`config.mk`:
```
export PLATFORM = sky130hd
export DESIGN_NAME = cexs_core
export DESIGN_NICKNAME = d
export VERILOG_FILES = /design/src/design/cexs_core.v
export VERILOG_INCLUDE_DIRS = /design/src /design/src/inc
export SDC_FILE = /design/constraint.sdc
export NUM_CORES = 1
export LEC_CHECK = 0
export ABC_AREA = 1
export ABC_CLOCK_PERIOD_IN_PS = 7680
export BUFFER_PORTS_ARGS = -buffer_cell sky130_fd_sc_hd__buf_2
export CAP_MARGIN = 30
export CORE_UTILIZATION = 60
export DETAILED_ROUTE_END_ITERATION = 6
export PLACE_DENSITY = 0.76
export SYNTH_ARGS = -nofsm -noshare
export SYNTH_HDL_FRONTEND = slang
export SYNTH_SLANG_ARGS = --single-unit
```
`constraint.sdc`:
```
create_clock -name pclk -period 7.68 [get_ports pclk]
set_clock_uncertainty 0.1 [all_clocks]
set_input_delay 0.384 -clock pclk [delete_from_list [all_inputs] [get_ports pclk]]
set_output_delay 0.384 -clock pclk [all_outputs]
set_load 0.01 [all_outputs]
```
`src/inc/cexs_map.vh`:
```
// Register offsets, field positions, reset values and opcodes of the execution subset
`ifndef CEXS_MAP_VH
`define CEXS_MAP_VH

// Byte offsets on the APB bus
`define CEXS_OFF_CMD       12'h000
`define CEXS_OFF_ACC       12'h004
`define CEXS_OFF_STATUS    12'h008
`define CEXS_OFF_DIR_A     12'h00c
`define CEXS_OFF_DIR_B     12'h010
`define CEXS_OFF_WDOG      12'h014
`define CEXS_OFF_WAKE      12'h018
`define CEXS_OFF_FILE      12'h080

// Command word fields
`define CEXS_CMD_LIT_LSB   0
`define CEXS_CMD_ADDR_LSB  8
`define CEXS_CMD_DEST_BIT  13
`define CEXS_CMD_OP_LSB    16

// Status word bit positions
`define CEXS_ST_CARRY      0
`define CEXS_ST_HCARRY     1
`define CEXS_ST_ZERO       2
`define CEXS_ST_SLEEP_ENT  3
`define CEXS_ST_WD_EXPIRY  4
`define CEXS_ST_SLEEPING   5
`define CEXS_ST_PIN_WAKE   7

// Reset values
`define CEXS_RST_ACC       8'h00
`define CEXS_RST_DIR       8'hff
`define CEXS_RST_WD_EXPIRY 1'b1
`define CEXS_RST_SLEEP_ENT 1'b1

// Opcodes
`define CEXS_OP_SLEEP      4'h0
`define CEXS_OP_ROT_LEFT   4'h1
`define CEXS_OP_ROT_RIGHT  4'h2
`define CEXS_OP_SUBTRACT   4'h3
`define CEXS_OP_SWAP       4'h4
`define CEXS_OP_DIR_LOAD   4'h5
`define CEXS_OP_XOR_FILE   4'h6
`define CEXS_OP_XOR_LIT    4'h7

// Direction register selectors
`define CEXS_DIR_SEL_A     5'h06
`define CEXS_DIR_SEL_B     5'h07

`endif

```
`src/design/cexs_core.v`:
```
// Execution datapath for a subset of an 8-bit core, reached over APB
//
// Notes on behaviour
// - Entering low power clears the watchdog counter and its prescaler.
// - Entering low power sets the watchdog expiry flag and clears the sleep entered flag.
// - Entering low power leaves the pin change wake flag alone.
// - After entering low power the core halts with its oscillator stopped until woken.
// - Rotate left moves old carry into bit 0 and bit 7 into carry, touching only carry.
// - Rotate right moves old carry into bit 7 and bit 0 into carry, touching only carry.
// - Subtract computes file minus accumulator and updates carry, half carry and zero.
// - Destination 0 sends the result to the accumulator, 1 back to file register 0 to 31.
// - Nibble swap exchanges the two halves of the file register and changes no flags.
// - Direction load copies the accumulator into direction register 6 or 7, no flags.
// - Xor with file combines accumulator and file, to the destination, zero flag only.
// - Xor with literal combines accumulator and an 8-bit literal into the accumulator, zero only.
`timescale 1ns/1ns
`default_nettype none
`include "cexs_map.vh"

module cexs_core #(
    parameter WD_PRE_W = 8,
    parameter WD_CNT_W = 8
) (
    // Clock and reset
    input  wire        pclk,
    input  wire        presetn,
    // APB slave
    input  wire        psel,
    input  wire        penable,
    input  wire        pwrite,
    input  wire [11:0] paddr,
    input  wire [31:0] pwdata,
    output reg  [31:0] prdata,
    output reg         pready,
    output reg         pslverr,
    // Pins
    input  wire        pin_change_in,
    output reg  [7:0]  pin_direction_a,
    output reg  [7:0]  pin_direction_b,
    output reg         osc_stopped
);

    // Zero detect, shared by all instruction zero flag updates
    function zero_of;
        input [7:0] v;
        begin
            zero_of = (v == 8'h00);
        end
    endfunction

    reg  [7:0]          acc_q;
    reg                 carry_q;
    reg                 hcarry_q;
    reg                 zero_q;
    reg                 wd_expiry_q;
    reg                 sleep_ent_q;
    reg                 pin_wake_q;
    reg  [WD_PRE_W-1:0] wd_pre_q;
    reg  [WD_CNT_W-1:0] wd_cnt_q;
    reg                 pin_s1_q;
    reg                 pin_s2_q;
    reg                 pin_s3_q;
    reg  [7:0]          file_mem [0:31];

    wire       acc_phase = psel & penable & pready;
    wire       wr_acc_ph = acc_phase & pwrite;
    wire       cmd_wr    = wr_acc_ph & (paddr == `CEXS_OFF_CMD);
    wire [11:0] file_base = `CEXS_OFF_FILE;
    wire       file_sel  = (paddr[11:7] == file_base[11:7]) & (paddr[1:0] == 2'b00);
    wire [4:0] file_idx  = paddr[6:2];
    wire       pin_rise  = pin_s2_q & ~pin_s3_q;

    // Command fields
    wire [7:0] lit   = pwdata[`CEXS_CMD_LIT_LSB +: 8];
    wire [4:0] faddr = pwdata[`CEXS_CMD_ADDR_LSB +: 5];
    wire       dest  = pwdata[`CEXS_CMD_DEST_BIT];
    wire [3:0] op    = pwdata[`CEXS_CMD_OP_LSB +: 4];
    wire [7:0] fval  = file_mem[faddr];

    // Commands are refused while the oscillator is stopped
    wire       exec  = cmd_wr & ~osc_stopped;

    // Subtraction as f + ~W + 1; carry out means no borrow
    wire [8:0] diff  = {1'b0, fval} + {1'b0, ~acc_q} + 9'h001;
    wire [4:0] hdiff = {1'b0, fval[3:0]} + {1'b0, ~acc_q[3:0]} + 5'h01;

    reg  [7:0] res;
    reg        res_to_acc;
    reg        res_to_file;
    reg        new_c;
    reg        upd_c;
    reg        upd_hc;
    reg        upd_z;
    reg        do_sleep;
    reg        dir_a_ld;
    reg        dir_b_ld;

    // Instruction decode and result selection
    always @* begin
        res         = 8'h00;
        res_to_acc  = 1'b0;
        res_to_file = 1'b0;
        new_c       = carry_q;
        upd_c       = 1'b0;
        upd_hc      = 1'b0;
        upd_z       = 1'b0;
        do_sleep    = 1'b0;
        dir_a_ld    = 1'b0;
        dir_b_ld    = 1'b0;
        if (exec) begin
            case (op)
                `CEXS_OP_SLEEP: begin
                    do_sleep = 1'b1;
                end
                `CEXS_OP_ROT_LEFT: begin
                    res   = {fval[6:0], carry_q};
                    new_c = fval[7];
                    upd_c = 1'b1;
                end
                `CEXS_OP_ROT_RIGHT: begin
                    res   = {carry_q, fval[7:1]};
                    new_c = fval[0];
                    upd_c = 1'b1;
                end
                `CEXS_OP_SUBTRACT: begin
                    res    = diff[7:0];
                    new_c  = diff[8];
                    upd_c  = 1'b1;
                    upd_hc = 1'b1;
                    upd_z  = 1'b1;
                end
                `CEXS_OP_SWAP: begin
                    res = {fval[3:0], fval[7:4]};
                end
                `CEXS_OP_DIR_LOAD: begin
                    dir_a_ld = (faddr == `CEXS_DIR_SEL_A);
                    dir_b_ld = (faddr == `CEXS_DIR_SEL_B);
                end
                `CEXS_OP_XOR_FILE: begin
                    res   = acc_q ^ fval;
                    upd_z = 1'b1;
                end
                `CEXS_OP_XOR_LIT: begin
                    res   = acc_q ^ lit;
                    upd_z = 1'b1;
                end
                default: begin
                    res = 8'h00;
                end
            endcase
            // File-register operations honour the destination bit
            if (op == `CEXS_OP_XOR_LIT) begin
                res_to_acc = 1'b1;
            end else if (op >= `CEXS_OP_ROT_LEFT && op <= `CEXS_OP_SWAP || op == `CEXS_OP_XOR_FILE) begin
                res_to_acc  = ~dest;
                res_to_file = dest;
            end
        end
    end

    // Input synchroniser for the pin change line
    always @(posedge pclk or negedge presetn) begin
        if (!presetn) begin
            pin_s1_q <= 1'b0;
            pin_s2_q <= 1'b0;
            pin_s3_q <= 1'b0;
        end else begin
            pin_s1_q <= pin_change_in;
            pin_s2_q <= pin_s1_q;
            pin_s3_q <= pin_s2_q;
        end
    end

    // File registers; no reset, like plain data memory
    always @(posedge pclk) begin
        if (res_to_file) begin
            file_mem[faddr] <= res;
        end else if (wr_acc_ph && file_sel) begin
            file_mem[file_idx] <= pwdata[7:0];
        end
    end

    // Accumulator and arithmetic flags
    always @(posedge pclk or negedge presetn) begin
        if (!presetn) begin
            acc_q    <= `CEXS_RST_ACC;
            carry_q  <= 1'b0;
            hcarry_q <= 1'b0;
            zero_q   <= 1'b0;
        end else begin
            if (res_to_acc) begin
                acc_q <= res;
            end else if (wr_acc_ph && paddr == `CEXS_OFF_ACC) begin
                acc_q <= pwdata[7:0];
            end
            if (exec) begin
                if (upd_c) begin
                    carry_q <= new_c;
                end
                if (upd_hc) begin
                    hcarry_q <= hdiff[4];
                end
                if (upd_z) begin
                    zero_q <= zero_of(res);
                end
            end else if (wr_acc_ph && paddr == `CEXS_OFF_STATUS) begin
                carry_q  <= pwdata[`CEXS_ST_CARRY];
                hcarry_q <= pwdata[`CEXS_ST_HCARRY];
                zero_q   <= pwdata[`CEXS_ST_ZERO];
            end
        end
    end

    // Power and wake flags; a pin edge wins over a software clear
    always @(posedge pclk or negedge presetn) begin
        if (!presetn) begin
            wd_expiry_q <= `CEXS_RST_WD_EXPIRY;
            sleep_ent_q <= `CEXS_RST_SLEEP_ENT;
            pin_wake_q  <= 1'b0;
            osc_stopped <= 1'b0;
        end else begin
            if (do_sleep) begin
                wd_expiry_q <= 1'b1;
            end else if (&wd_cnt_q && &wd_pre_q) begin
                wd_expiry_q <= 1'b0;
            end else if (wr_acc_ph && paddr == `CEXS_OFF_STATUS) begin
                wd_expiry_q <= pwdata[`CEXS_ST_WD_EXPIRY];
            end
            // Kept apart so a watchdog overflow cannot swallow a software write
            if (do_sleep) begin
                sleep_ent_q <= 1'b0;
            end else if (wr_acc_ph && paddr == `CEXS_OFF_STATUS) begin
                sleep_ent_q <= pwdata[`CEXS_ST_SLEEP_ENT];
            end
            // Sleep never writes this flag
            if (pin_rise) begin
                pin_wake_q <= 1'b1;
            end else if (wr_acc_ph && paddr == `CEXS_OFF_STATUS) begin
                pin_wake_q <= pwdata[`CEXS_ST_PIN_WAKE];
            end
            // Halt until a wake write, a pin edge or a watchdog expiry
            if (do_sleep) begin
                osc_stopped <= 1'b1;
            end else if (pin_rise || (&wd_cnt_q && &wd_pre_q) ||
                         (wr_acc_ph && paddr == `CEXS_OFF_WAKE)) begin
                osc_stopped <= 1'b0;
            end
        end
    end

    // Watchdog: prescaler carries into the counter; it keeps counting on pclk in sleep
    always @(posedge pclk or negedge presetn) begin
        if (!presetn) begin
            wd_pre_q <= {WD_PRE_W{1'b0}};
            wd_cnt_q <= {WD_CNT_W{1'b0}};
        end else if (do_sleep) begin
            wd_pre_q <= {WD_PRE_W{1'b0}};
            wd_cnt_q <= {WD_CNT_W{1'b0}};
        end else begin
            wd_pre_q <= wd_pre_q + {{(WD_PRE_W-1){1'b0}}, 1'b1};
            if (&wd_pre_q) begin
                wd_cnt_q <= wd_cnt_q + {{(WD_CNT_W-1){1'b0}}, 1'b1};
            end
        end
    end

    // Direction registers
    always @(posedge pclk or negedge presetn) begin
        if (!presetn) begin
            pin_direction_a <= `CEXS_RST_DIR;
            pin_direction_b <= `CEXS_RST_DIR;
        end else begin
            if (dir_a_ld) begin
                pin_direction_a <= acc_q;
            end
            if (dir_b_ld) begin
                pin_direction_b <= acc_q;
            end
        end
    end

    // APB answer: data and ready are set up in the setup cycle, so no wait states
    always @(posedge pclk or negedge presetn) begin
        if (!presetn) begin
            prdata  <= 32'h0000_0000;
            pready  <= 1'b0;
            pslverr <= 1'b0;
        end else begin
            pready  <= psel & ~penable;
            pslverr <= 1'b0;
            prdata  <= 32'h0000_0000;
            if (psel && !penable) begin
                if (file_sel) begin
                    prdata <= {24'h00_0000, file_mem[file_idx]};
                end else begin
                    case (paddr)
                        `CEXS_OFF_CMD:    prdata <= 32'h0000_0000;
                        `CEXS_OFF_ACC:    prdata <= {24'h00_0000, acc_q};
                        `CEXS_OFF_STATUS: prdata <= {24'h00_0000, pin_wake_q, 1'b0, osc_stopped,
                                                     wd_expiry_q, sleep_ent_q, zero_q, hcarry_q, carry_q};
                        `CEXS_OFF_DIR_A:  prdata <= {24'h00_0000, pin_direction_a};
                        `CEXS_OFF_DIR_B:  prdata <= {24'h00_0000, pin_direction_b};
                        `CEXS_OFF_WDOG:   prdata <= {{(32-WD_CNT_W){1'b0}}, wd_cnt_q};
                        `CEXS_OFF_WAKE:   prdata <= 32'h0000_0000;
                        default:          pslverr <= 1'b1; // Unmapped address
                    endcase
                end
            end
        end
    end

endmodule

`default_nettype wire

```
==> results of run 1 <==
==> cells by family (layout without fill, tap and decap cells) <==
| kind of cell | after synthesis | in the layout | share of synthesized area |
|---|---|---|---|
| adder cells (fa/ha/maj) | 12 | 12 | 0.009390 |
| multiplexers | 1 | 1 | 0.0005962 |
| buffers and inverters | 355 | 395 | 0.09494 |
| flip-flops | 316 | 316 | 0.5486 |
| XOR/XNOR | 4 | 4 | 0.002086 |
| other | 1 | 24 | 0.0002233 |
| AO/OA/AOI/OAI | 335 | 335 | 0.1286 |
| AND/OR/NAND/NOR | 841 | 841 | 0.2155 |
==> worst paths after layout <==
kind,startpoint,to,slack (ns)
max reg2reg,file_mem[4][2],file_mem[20][7],3.70
max in group asynchronous,presetn,acc_q[5],6.50
min reg2reg,pin_s1_q,pin_s2_q,0.25
min in group asynchronous,presetn,wd_cnt_q[1],0.47
max,pwdata[8],file_mem[20][7],2.88
min,pwdata[6],acc_q[6],0.04
==> synthesized netlist by cell type (33+ instances only) <==
| cell | instances | area [µm²] |
|---|---|---|
| nor2_1 | 139 | 521.8 |
| a21oi_1 | 61 | 305.3 |
| nand2_1 | 465 | 1745 |
| buf_4 | 37 | 277.8 |
| inv_1 | 228 | 855.8 |
| o21ai_0 | 70 | 350.3 |
| o22ai_1 | 74 | 462.9 |
| nand3_1 | 159 | 795.8 |
| o211ai_1 | 33 | 247.7 |
| edfxtp_1 | 256 | 7687 |
| nand4_1 | 36 | 225.2 |
| dfrtp_1 | 42 | 1051 |
==> flip-flops by register name (all words and copies together) (netlist names), 8 cells and up <==
| register | cells |
|---|---|
| file_mem | 256 |
| pin_direction_b | 8 |
| wd_cnt_q | 8 |
| prdata | 8 |
| pin_direction_a | 8 |
| acc_q | 8 |
| wd_pre_q | 8 |
==> repair_timing <==
item / CTS / global route
hold buffers: 2 / 0
resized for setup: 0 / 0
hold endpoints to repair: 43 / 0
==> worst reg2reg max path, delay by kind of cell, from the launching register on <==
kind / cells / cell delay [ns]
adder cells (fa/ha/maj): 1 / 0.35
AND/OR/NAND/NOR: 12 / 1.49
XOR/XNOR: 1 / 0.16
flip-flops: 1 / 0.38
AO/OA/AOI/OAI: 4 / 0.66
buffers and inverters: 4 / 0.61
==> metal layers <==
metal  routed length, µm  part of all wire  vias up
li1                    -                 -     6473
met1               18800              0.36     6679
met2               23440              0.45     1147
met3                6863              0.13      236
met4                3454             0.066        0
met5                   0                 0        -
==> cells in the final DEF (no fill, tap or decap), types with 11 or more instances in the layout <==
cell       instances
o211ai_1          33
o21ai_0           65
o22ai_1           74
o221ai_1          24
inv_2             14
nor2_1           138
clkbuf_16         37
inv_1            228
a221oi_1          30
nand4_1           36
a21oi_1           60
ha_1              11
edfxtp_1         256
conb_1            24
nand2_1          463
buf_4             18
nand3_1          159
buf_2             61
dfrtp_1           42
dfstp_2           18
==> power groups by stage <==
| stage | clock [mW] | sequential [mW] | combinational [mW] |
|---|---|---|---|
| detailed placement | 0 | 1.87 | 0.316 |
| floorplan | 0 | 1.87 | 0.218 |
| finish | 1.80 | 1.83 | 0.334 |
| global route | 1.86 | 1.83 | 0.354 |
| CTS | 1.80 | 1.83 | 0.318 |
| global placement | 0 | 1.87 | 0.312 |
==> layout make-up <==
cell class,instances,share of cell area
timing repair buffer,84,0.02818
sequential,316,0.4987
clock buffer,46,0.05271
multi-input combinational,1217,0.3306
clock inverter,17,0.01382
inverter,248,0.05074
tap,372,0.02520
==> through the flow <==
| step | utilization | std cells |
|---|---|---|
| 2_1_floorplan | - | 1888 |
| 5_1_grt | 0.6796 | 2300 |
| 6_report | 0.6796 | 2300 |
| 3_5_place_dp | 0.6325 | 2233 |
| 4_1_cts | 0.6784 | 2298 |
| 3_3_place_gp | 0.6314 | 2232 |
==> run_results.csv, run 1 <==
group,metric,value,unit
global_routing,grt_util_met2,0.5860,
place,dpl.hpwl,33750,µm
global_routing,overflow,0,
clock_tree,cts.sinks,316,
clock_tree,cts_buffer_depth,3,
detailed_routing,dr_total_vias,14540,
layout,layout.nets,1964,
logic_synthesis,synth_ff_type,"edfxtp_1",
critical_path,worstPathArrival,4.99,ns
layout,diodes,0,
place,port_buffers,62,
logic_synthesis,synthArstFlopShare,0.1899,
timing,rsz0062_at_grt,"false",
timing,finalHoldViolCount,0,
power_and_ir_drop,powerDensity,214.7,nW/µm²
power_and_ir_drop,leakagePower,7.752,nW
logic_synthesis,synth_seq_area_share,0.5486,
place,dpl_cell_area,17190,µm²
floorplanning,die_h,169.3,µm
clock_tree,cts-buffers-inserted,35,
floorplanning,io_pins,101,
critical_path,crit_buf_inv,5,
critical_path,crit_family,"buffers and inverters",
timing,fin_ws,2.877,ns
critical_path,slowest_delay,0.64,ns
logic_synthesis,ys_types,56,
critical_path,worstPathMaxFanout,78,
power_and_ir_drop,ir_drop,0.0001874,V
layout,design_area,18470,µm²
global_routing,use_met1,0.4881,
critical_path,critical_path.most_common_cell,"nand2_1",
critical_path,critical_path.cell_chain,"buf_4 > inv_4 > nand2_1 > nand2_1 > nand2_1 > nand2_1 > nand2_1 > nand2_1 > nor2_1 > nand2_1 > nand2_2 > inv_2 > ha_1 > a21oi_1 > nand2_1 > nand4_1 > o211ai_1 > xor2_1 > nor2_1 > nor2_1 > a21oi_1 > inv_1 > a21oi_2 > buf_4",
floorplanning,start_util,0.6178,
critical_path,cp-end-kind,"flip-flop",
critical_path,start_kind,"input port",
floorplanning,core_area,27180,µm²
power_and_ir_drop,pwr-share-seq,0.462,
global_routing,grt_pass1_wl,79700,µm
logic_synthesis,synth.yosys.warnings,0,
clock_tree,clkLatencyLatePin,0.53,ns
global_routing,grtUsageMet3,0.07090,
clock_tree,cts_tree,"built",
layout,seq_area,9211,µm²
status,status,"finished with violations",
clock_tree,path_clk_slew,0.06,ns
clock_tree,post_cts_buffers,0,
detailed_routing,drt_iter0_markers,2170,
floorplanning,die-area,28660,µm²
power_and_ir_drop,p_int,3.022,mW
logic_synthesis,synth_edf_count,256,
floorplanning,rows,60,
global_routing,antenna_found_initial,1,
layout,syn2layout_area_growth,10.00,%
global_routing,grt_max_degree,79,
detailed_routing,drt_wl_total,52560,µm
detailed_routing,dr.pass1.iters,7,
logic_synthesis,synth_cells,1865,
power_and_ir_drop,switching_power,943.1,µW
status,violations,"design-rule violations",
global_routing,busiest_layer,"met2",
timing,max_slew_margin,0.2382,
detailed_routing,wl_per_cell,22.85,µm
logic_synthesis,avgSynthCellArea,9.003,µm²
timing,fmax,0.2082,GHz
detailed_routing,drtAntennaViolNets,0,
timing,finalCritPeriodShare,0.6254,
critical_path,reg2regPathDepth,22,
floorplanning,dieWidth,169.3,µm
logic_synthesis,syn_area,16790,µm²
detailed_routing,detail_route.vias_per_cell,6.320,
run,cap_violations,0,
critical_path,criticalPathCategory,"input port to flip-flop",
detailed_routing,remaining_drc_errors,3,
global_routing,grt_pass1_vias,13810,
power_and_ir_drop,total_power,3.965,mW
place,place.gp.congestion,0.9636,
layout,multi_input_area,6106,µm²
power_and_ir_drop,clock_power_share,0.454,
timing,setup_tns,0,ns
power_and_ir_drop,p_comb_frac,0.084,
timing,period_needed,4.803,ns
critical_path,crit_path_top_delay_cell,"buf_4",
timing,drv_slew,0,
clock_tree,htree_levels,2,
layout,drive_gt1_frac,0.1068,
timing,whs,0.03984,ns
timing,tightest_slew,1.139,ns
hold_path,holdCritPathClass,"input port to flip-flop",
critical_path,worstSetupPathDepth,24,
hold_path,whs_path_depth,3,
timing,setup_viol,0,
logic_synthesis,ys_ff_latch,316,
critical_path,cp.required,7.87,ns
global_routing,track_usage,0.3734,
clock_tree,cts_root_buf,"clkbuf_16",
power_and_ir_drop,sw_frac_of_total,0.2379,
place,place_ws,2.326,ns
layout,fillers,2161,
(Power assumes the default switching activity.)
==> inputs of run 2 (changes only) <==
--- a/config.mk
+++ b/config.mk
@@ -7,7 +7,7 @@
 export NUM_CORES = 1
 export LEC_CHECK = 0
 export ABC_AREA = 1
-export ABC_CLOCK_PERIOD_IN_PS = 7680
+export ABC_CLOCK_PERIOD_IN_PS = 4640
 export BUFFER_PORTS_ARGS = -buffer_cell sky130_fd_sc_hd__buf_2
 export CAP_MARGIN = 30
 export CORE_UTILIZATION = 60
==> constraint.sdc (replaced) <==
create_clock -name pclk -period 4.64 [get_ports pclk]
set_clock_uncertainty 0.1 [all_clocks]
set_input_delay 0.232 -clock pclk [delete_from_list [all_inputs] [get_ports pclk]]
set_output_delay 0.232 -clock pclk [all_outputs]
set_load 0.01 [all_outputs]
==> run_results.csv, run 2 (synthesis results as in run 1) <==
group,metric,value,unit
floorplanning,dieWidth,169.3,µm
power_and_ir_drop,pwr-share-seq,0.479,
global_routing,grt_pass1_vias,14330,
power_and_ir_drop,switching_power,1.556,mW
floorplanning,start_util,0.6178,
power_and_ir_drop,clock_power_share,0.428,
clock_tree,cts_tree,"built",
global_routing,track_usage,0.3806,
global_routing,grt_max_degree,61,
clock_tree,cts_root_buf,"clkbuf_16",
place,port_buffers,62,
critical_path,cp-end-kind,"flip-flop",
timing,tightest_slew,1.048,ns
timing,period_needed,3.858,ns
layout,drive_gt1_frac,0.1294,
power_and_ir_drop,total_power,6.327,mW
global_routing,overflow,0,
timing,rsz0062_at_grt,"false",
layout,diodes,0,
clock_tree,htree_levels,2,
place,place.gp.congestion,0.9984,
timing,max_slew_margin,0.2993,
floorplanning,rows,60,
floorplanning,core_area,27180,µm²
detailed_routing,remaining_drc_errors,0,
critical_path,worstPathArrival,4.04,ns
hold_path,whs_path_depth,3,
layout,top_register,"file_mem",
critical_path,cp.required,4.82,ns
detailed_routing,wl_per_cell,22.78,µm
detailed_routing,dr_total_vias,15120,
floorplanning,io_pins,101,
global_routing,antenna_found_initial,0,
detailed_routing,drt_wl_total,53900,µm
layout,multi_input_area,6106,µm²
run,cap_violations,0,
power_and_ir_drop,p_int,4.771,mW
clock_tree,post_cts_buffers,0,
layout,syn2layout_area_growth,12.48,%
layout,layout_common_cells,"nand2_1, edfxtp_1, inv_1, nand3_1, nor2_1",
clock_tree,cts.sinks,316,
timing,drv_slew,0,
detailed_routing,detail_route.vias_per_cell,6.389,
power_and_ir_drop,p_comb_frac,0.092,
place,dpl.hpwl,35800,µm
power_and_ir_drop,sw_frac_of_total,0.2459,
timing,finalHoldViolCount,0,
critical_path,start_kind,"input port",
timing,fmax,0.2592,GHz
status,status,"finished, final reports clean",
power_and_ir_drop,powerDensity,335.0,nW/µm²
critical_path,worstPathMaxFanout,32,
clock_tree,path_clk_slew,0.06,ns
detailed_routing,dr.pass1.iters,6,
hold_path,holdCritPathClass,"input port to flip-flop",
clock_tree,clkLatencyLatePin,0.53,ns
layout,layout.nets,2029,
critical_path,reg2regPathDepth,21,
layout,largest_register_ff_count,256,
power_and_ir_drop,leakagePower,8.039,nW
clock_tree,cts_buffer_depth,3,
timing,finalCritPeriodShare,0.8315,
timing,setup_viol,0,
detailed_routing,drtAntennaViolNets,0,
layout,fillers,2115,
global_routing,grt_pass1_wl,81450,µm
floorplanning,die_h,169.3,µm
timing,setup_tns,0,ns
clock_tree,cts-buffers-inserted,35,
critical_path,criticalPathCategory,"input port to flip-flop",
layout,final_common_cell,"nand2_1",
power_and_ir_drop,ir_drop,0.0003283,V
layout,seq_area,9211,µm²
floorplanning,die-area,28660,µm²
detailed_routing,drt_iter0_markers,2115,
## run 2: cell types whose count changed in the layout (fill, tap and decap cells not counted), sizes merged
cell	before	now
clkinv	12	21
clkbuf	47	43
bufinv	6	2
buf	81	138
inv	246	245
dlygate4sd3	2	11
## run 2: timing repair
action,4_1_cts,5_1_grt
gates resized for setup,0,0
hold endpoints to repair,54,0
hold buffers,11,0
## run 2: path summary, 6_finish.rpt
| kind | start | endpoint | slack [ns] |
|---|---|---|---|
| setup reg to reg | file_mem[5][0] | file_mem[3][6] | 0.82 |
| hold reg to reg | pin_s1_q | pin_s2_q | 0.25 |
| min in group asynchronous | presetn | wd_cnt_q[3] | 0.31 |
| hold / removal | paddr[6] | prdata[6] | 0.05 |
| setup / recovery | pwdata[8] | file_mem[20][7] | 0.78 |
| max in group asynchronous | presetn | acc_q[5] | 3.63 |
## run 2: power by group through the flow
stage	clock, mW	combinational, mW	sequential (mW)
after global placement	0	0.541	3.09
final	2.71	0.583	3.03
after detailed placement	0	0.549	3.09
after floorplan	0	0.361	3.09
after CTS	2.72	0.560	3.03
after global routing	2.81	0.619	3.03
## run 2: final cells by class
cell class | instances | share of cell area
sequential | 316 | 0.4878
multi-input combinational | 1217 | 0.3233
timing repair buffer | 149 | 0.05592
clock buffer | 43 | 0.05022
inverter | 248 | 0.04963
tap | 372 | 0.02465
clock inverter | 21 | 0.008481
## run 2: routing by layer
layer	GRT usage	share of wire	routed length, µm	vias up
met3	0.06367	0.13	6946	251
met5	0	0	0	-
met4	0.2468	0.069	3721	0
met2	0.5971	0.45	24090	1230
met1	0.4924	0.36	19140	7025
li1	-	-	-	6610
## run 2: critical path: stages
cell      delay, ns
buf_4          0.24
nor2_4         0.60
buf_4          0.41
nand2_1        0.09
nand3_1        0.10
nand3_1        0.08
nand3_1        0.23
and2_1         0.24
ha_1           0.29
nand2_1        0.11
inv_1          0.04
nand4_1        0.08
o211ai_1       0.11
xor2_1         0.16
nor2_1         0.11
nor2_1         0.08
a21oi_1        0.18
inv_1          0.09
a21oi_2        0.13
buf_4          0.38
## run 2: per-stage QoR
| stage | utilization | cells | worst slack, ns | hold slack [ns] | area, µm² |
|---|---|---|---|---|---|
| after floorplan | - | 1888 | 0.9038 | -0.1636 | 16880 |
| after global placement | 0.6500 | 2291 | 0.4599 | 0.2455 | 17670 |
| after detailed placement | 0.6500 | 2291 | 0.4048 | 0.2364 | 17670 |
| after CTS | 0.6949 | 2366 | 0.9072 | 0.03820 | 18880 |
| after global routing | 0.6949 | 2366 | 0.5631 | 0.05821 | 18880 |
| final | 0.6949 | 2366 | 0.7820 | 0.05299 | 18880 |
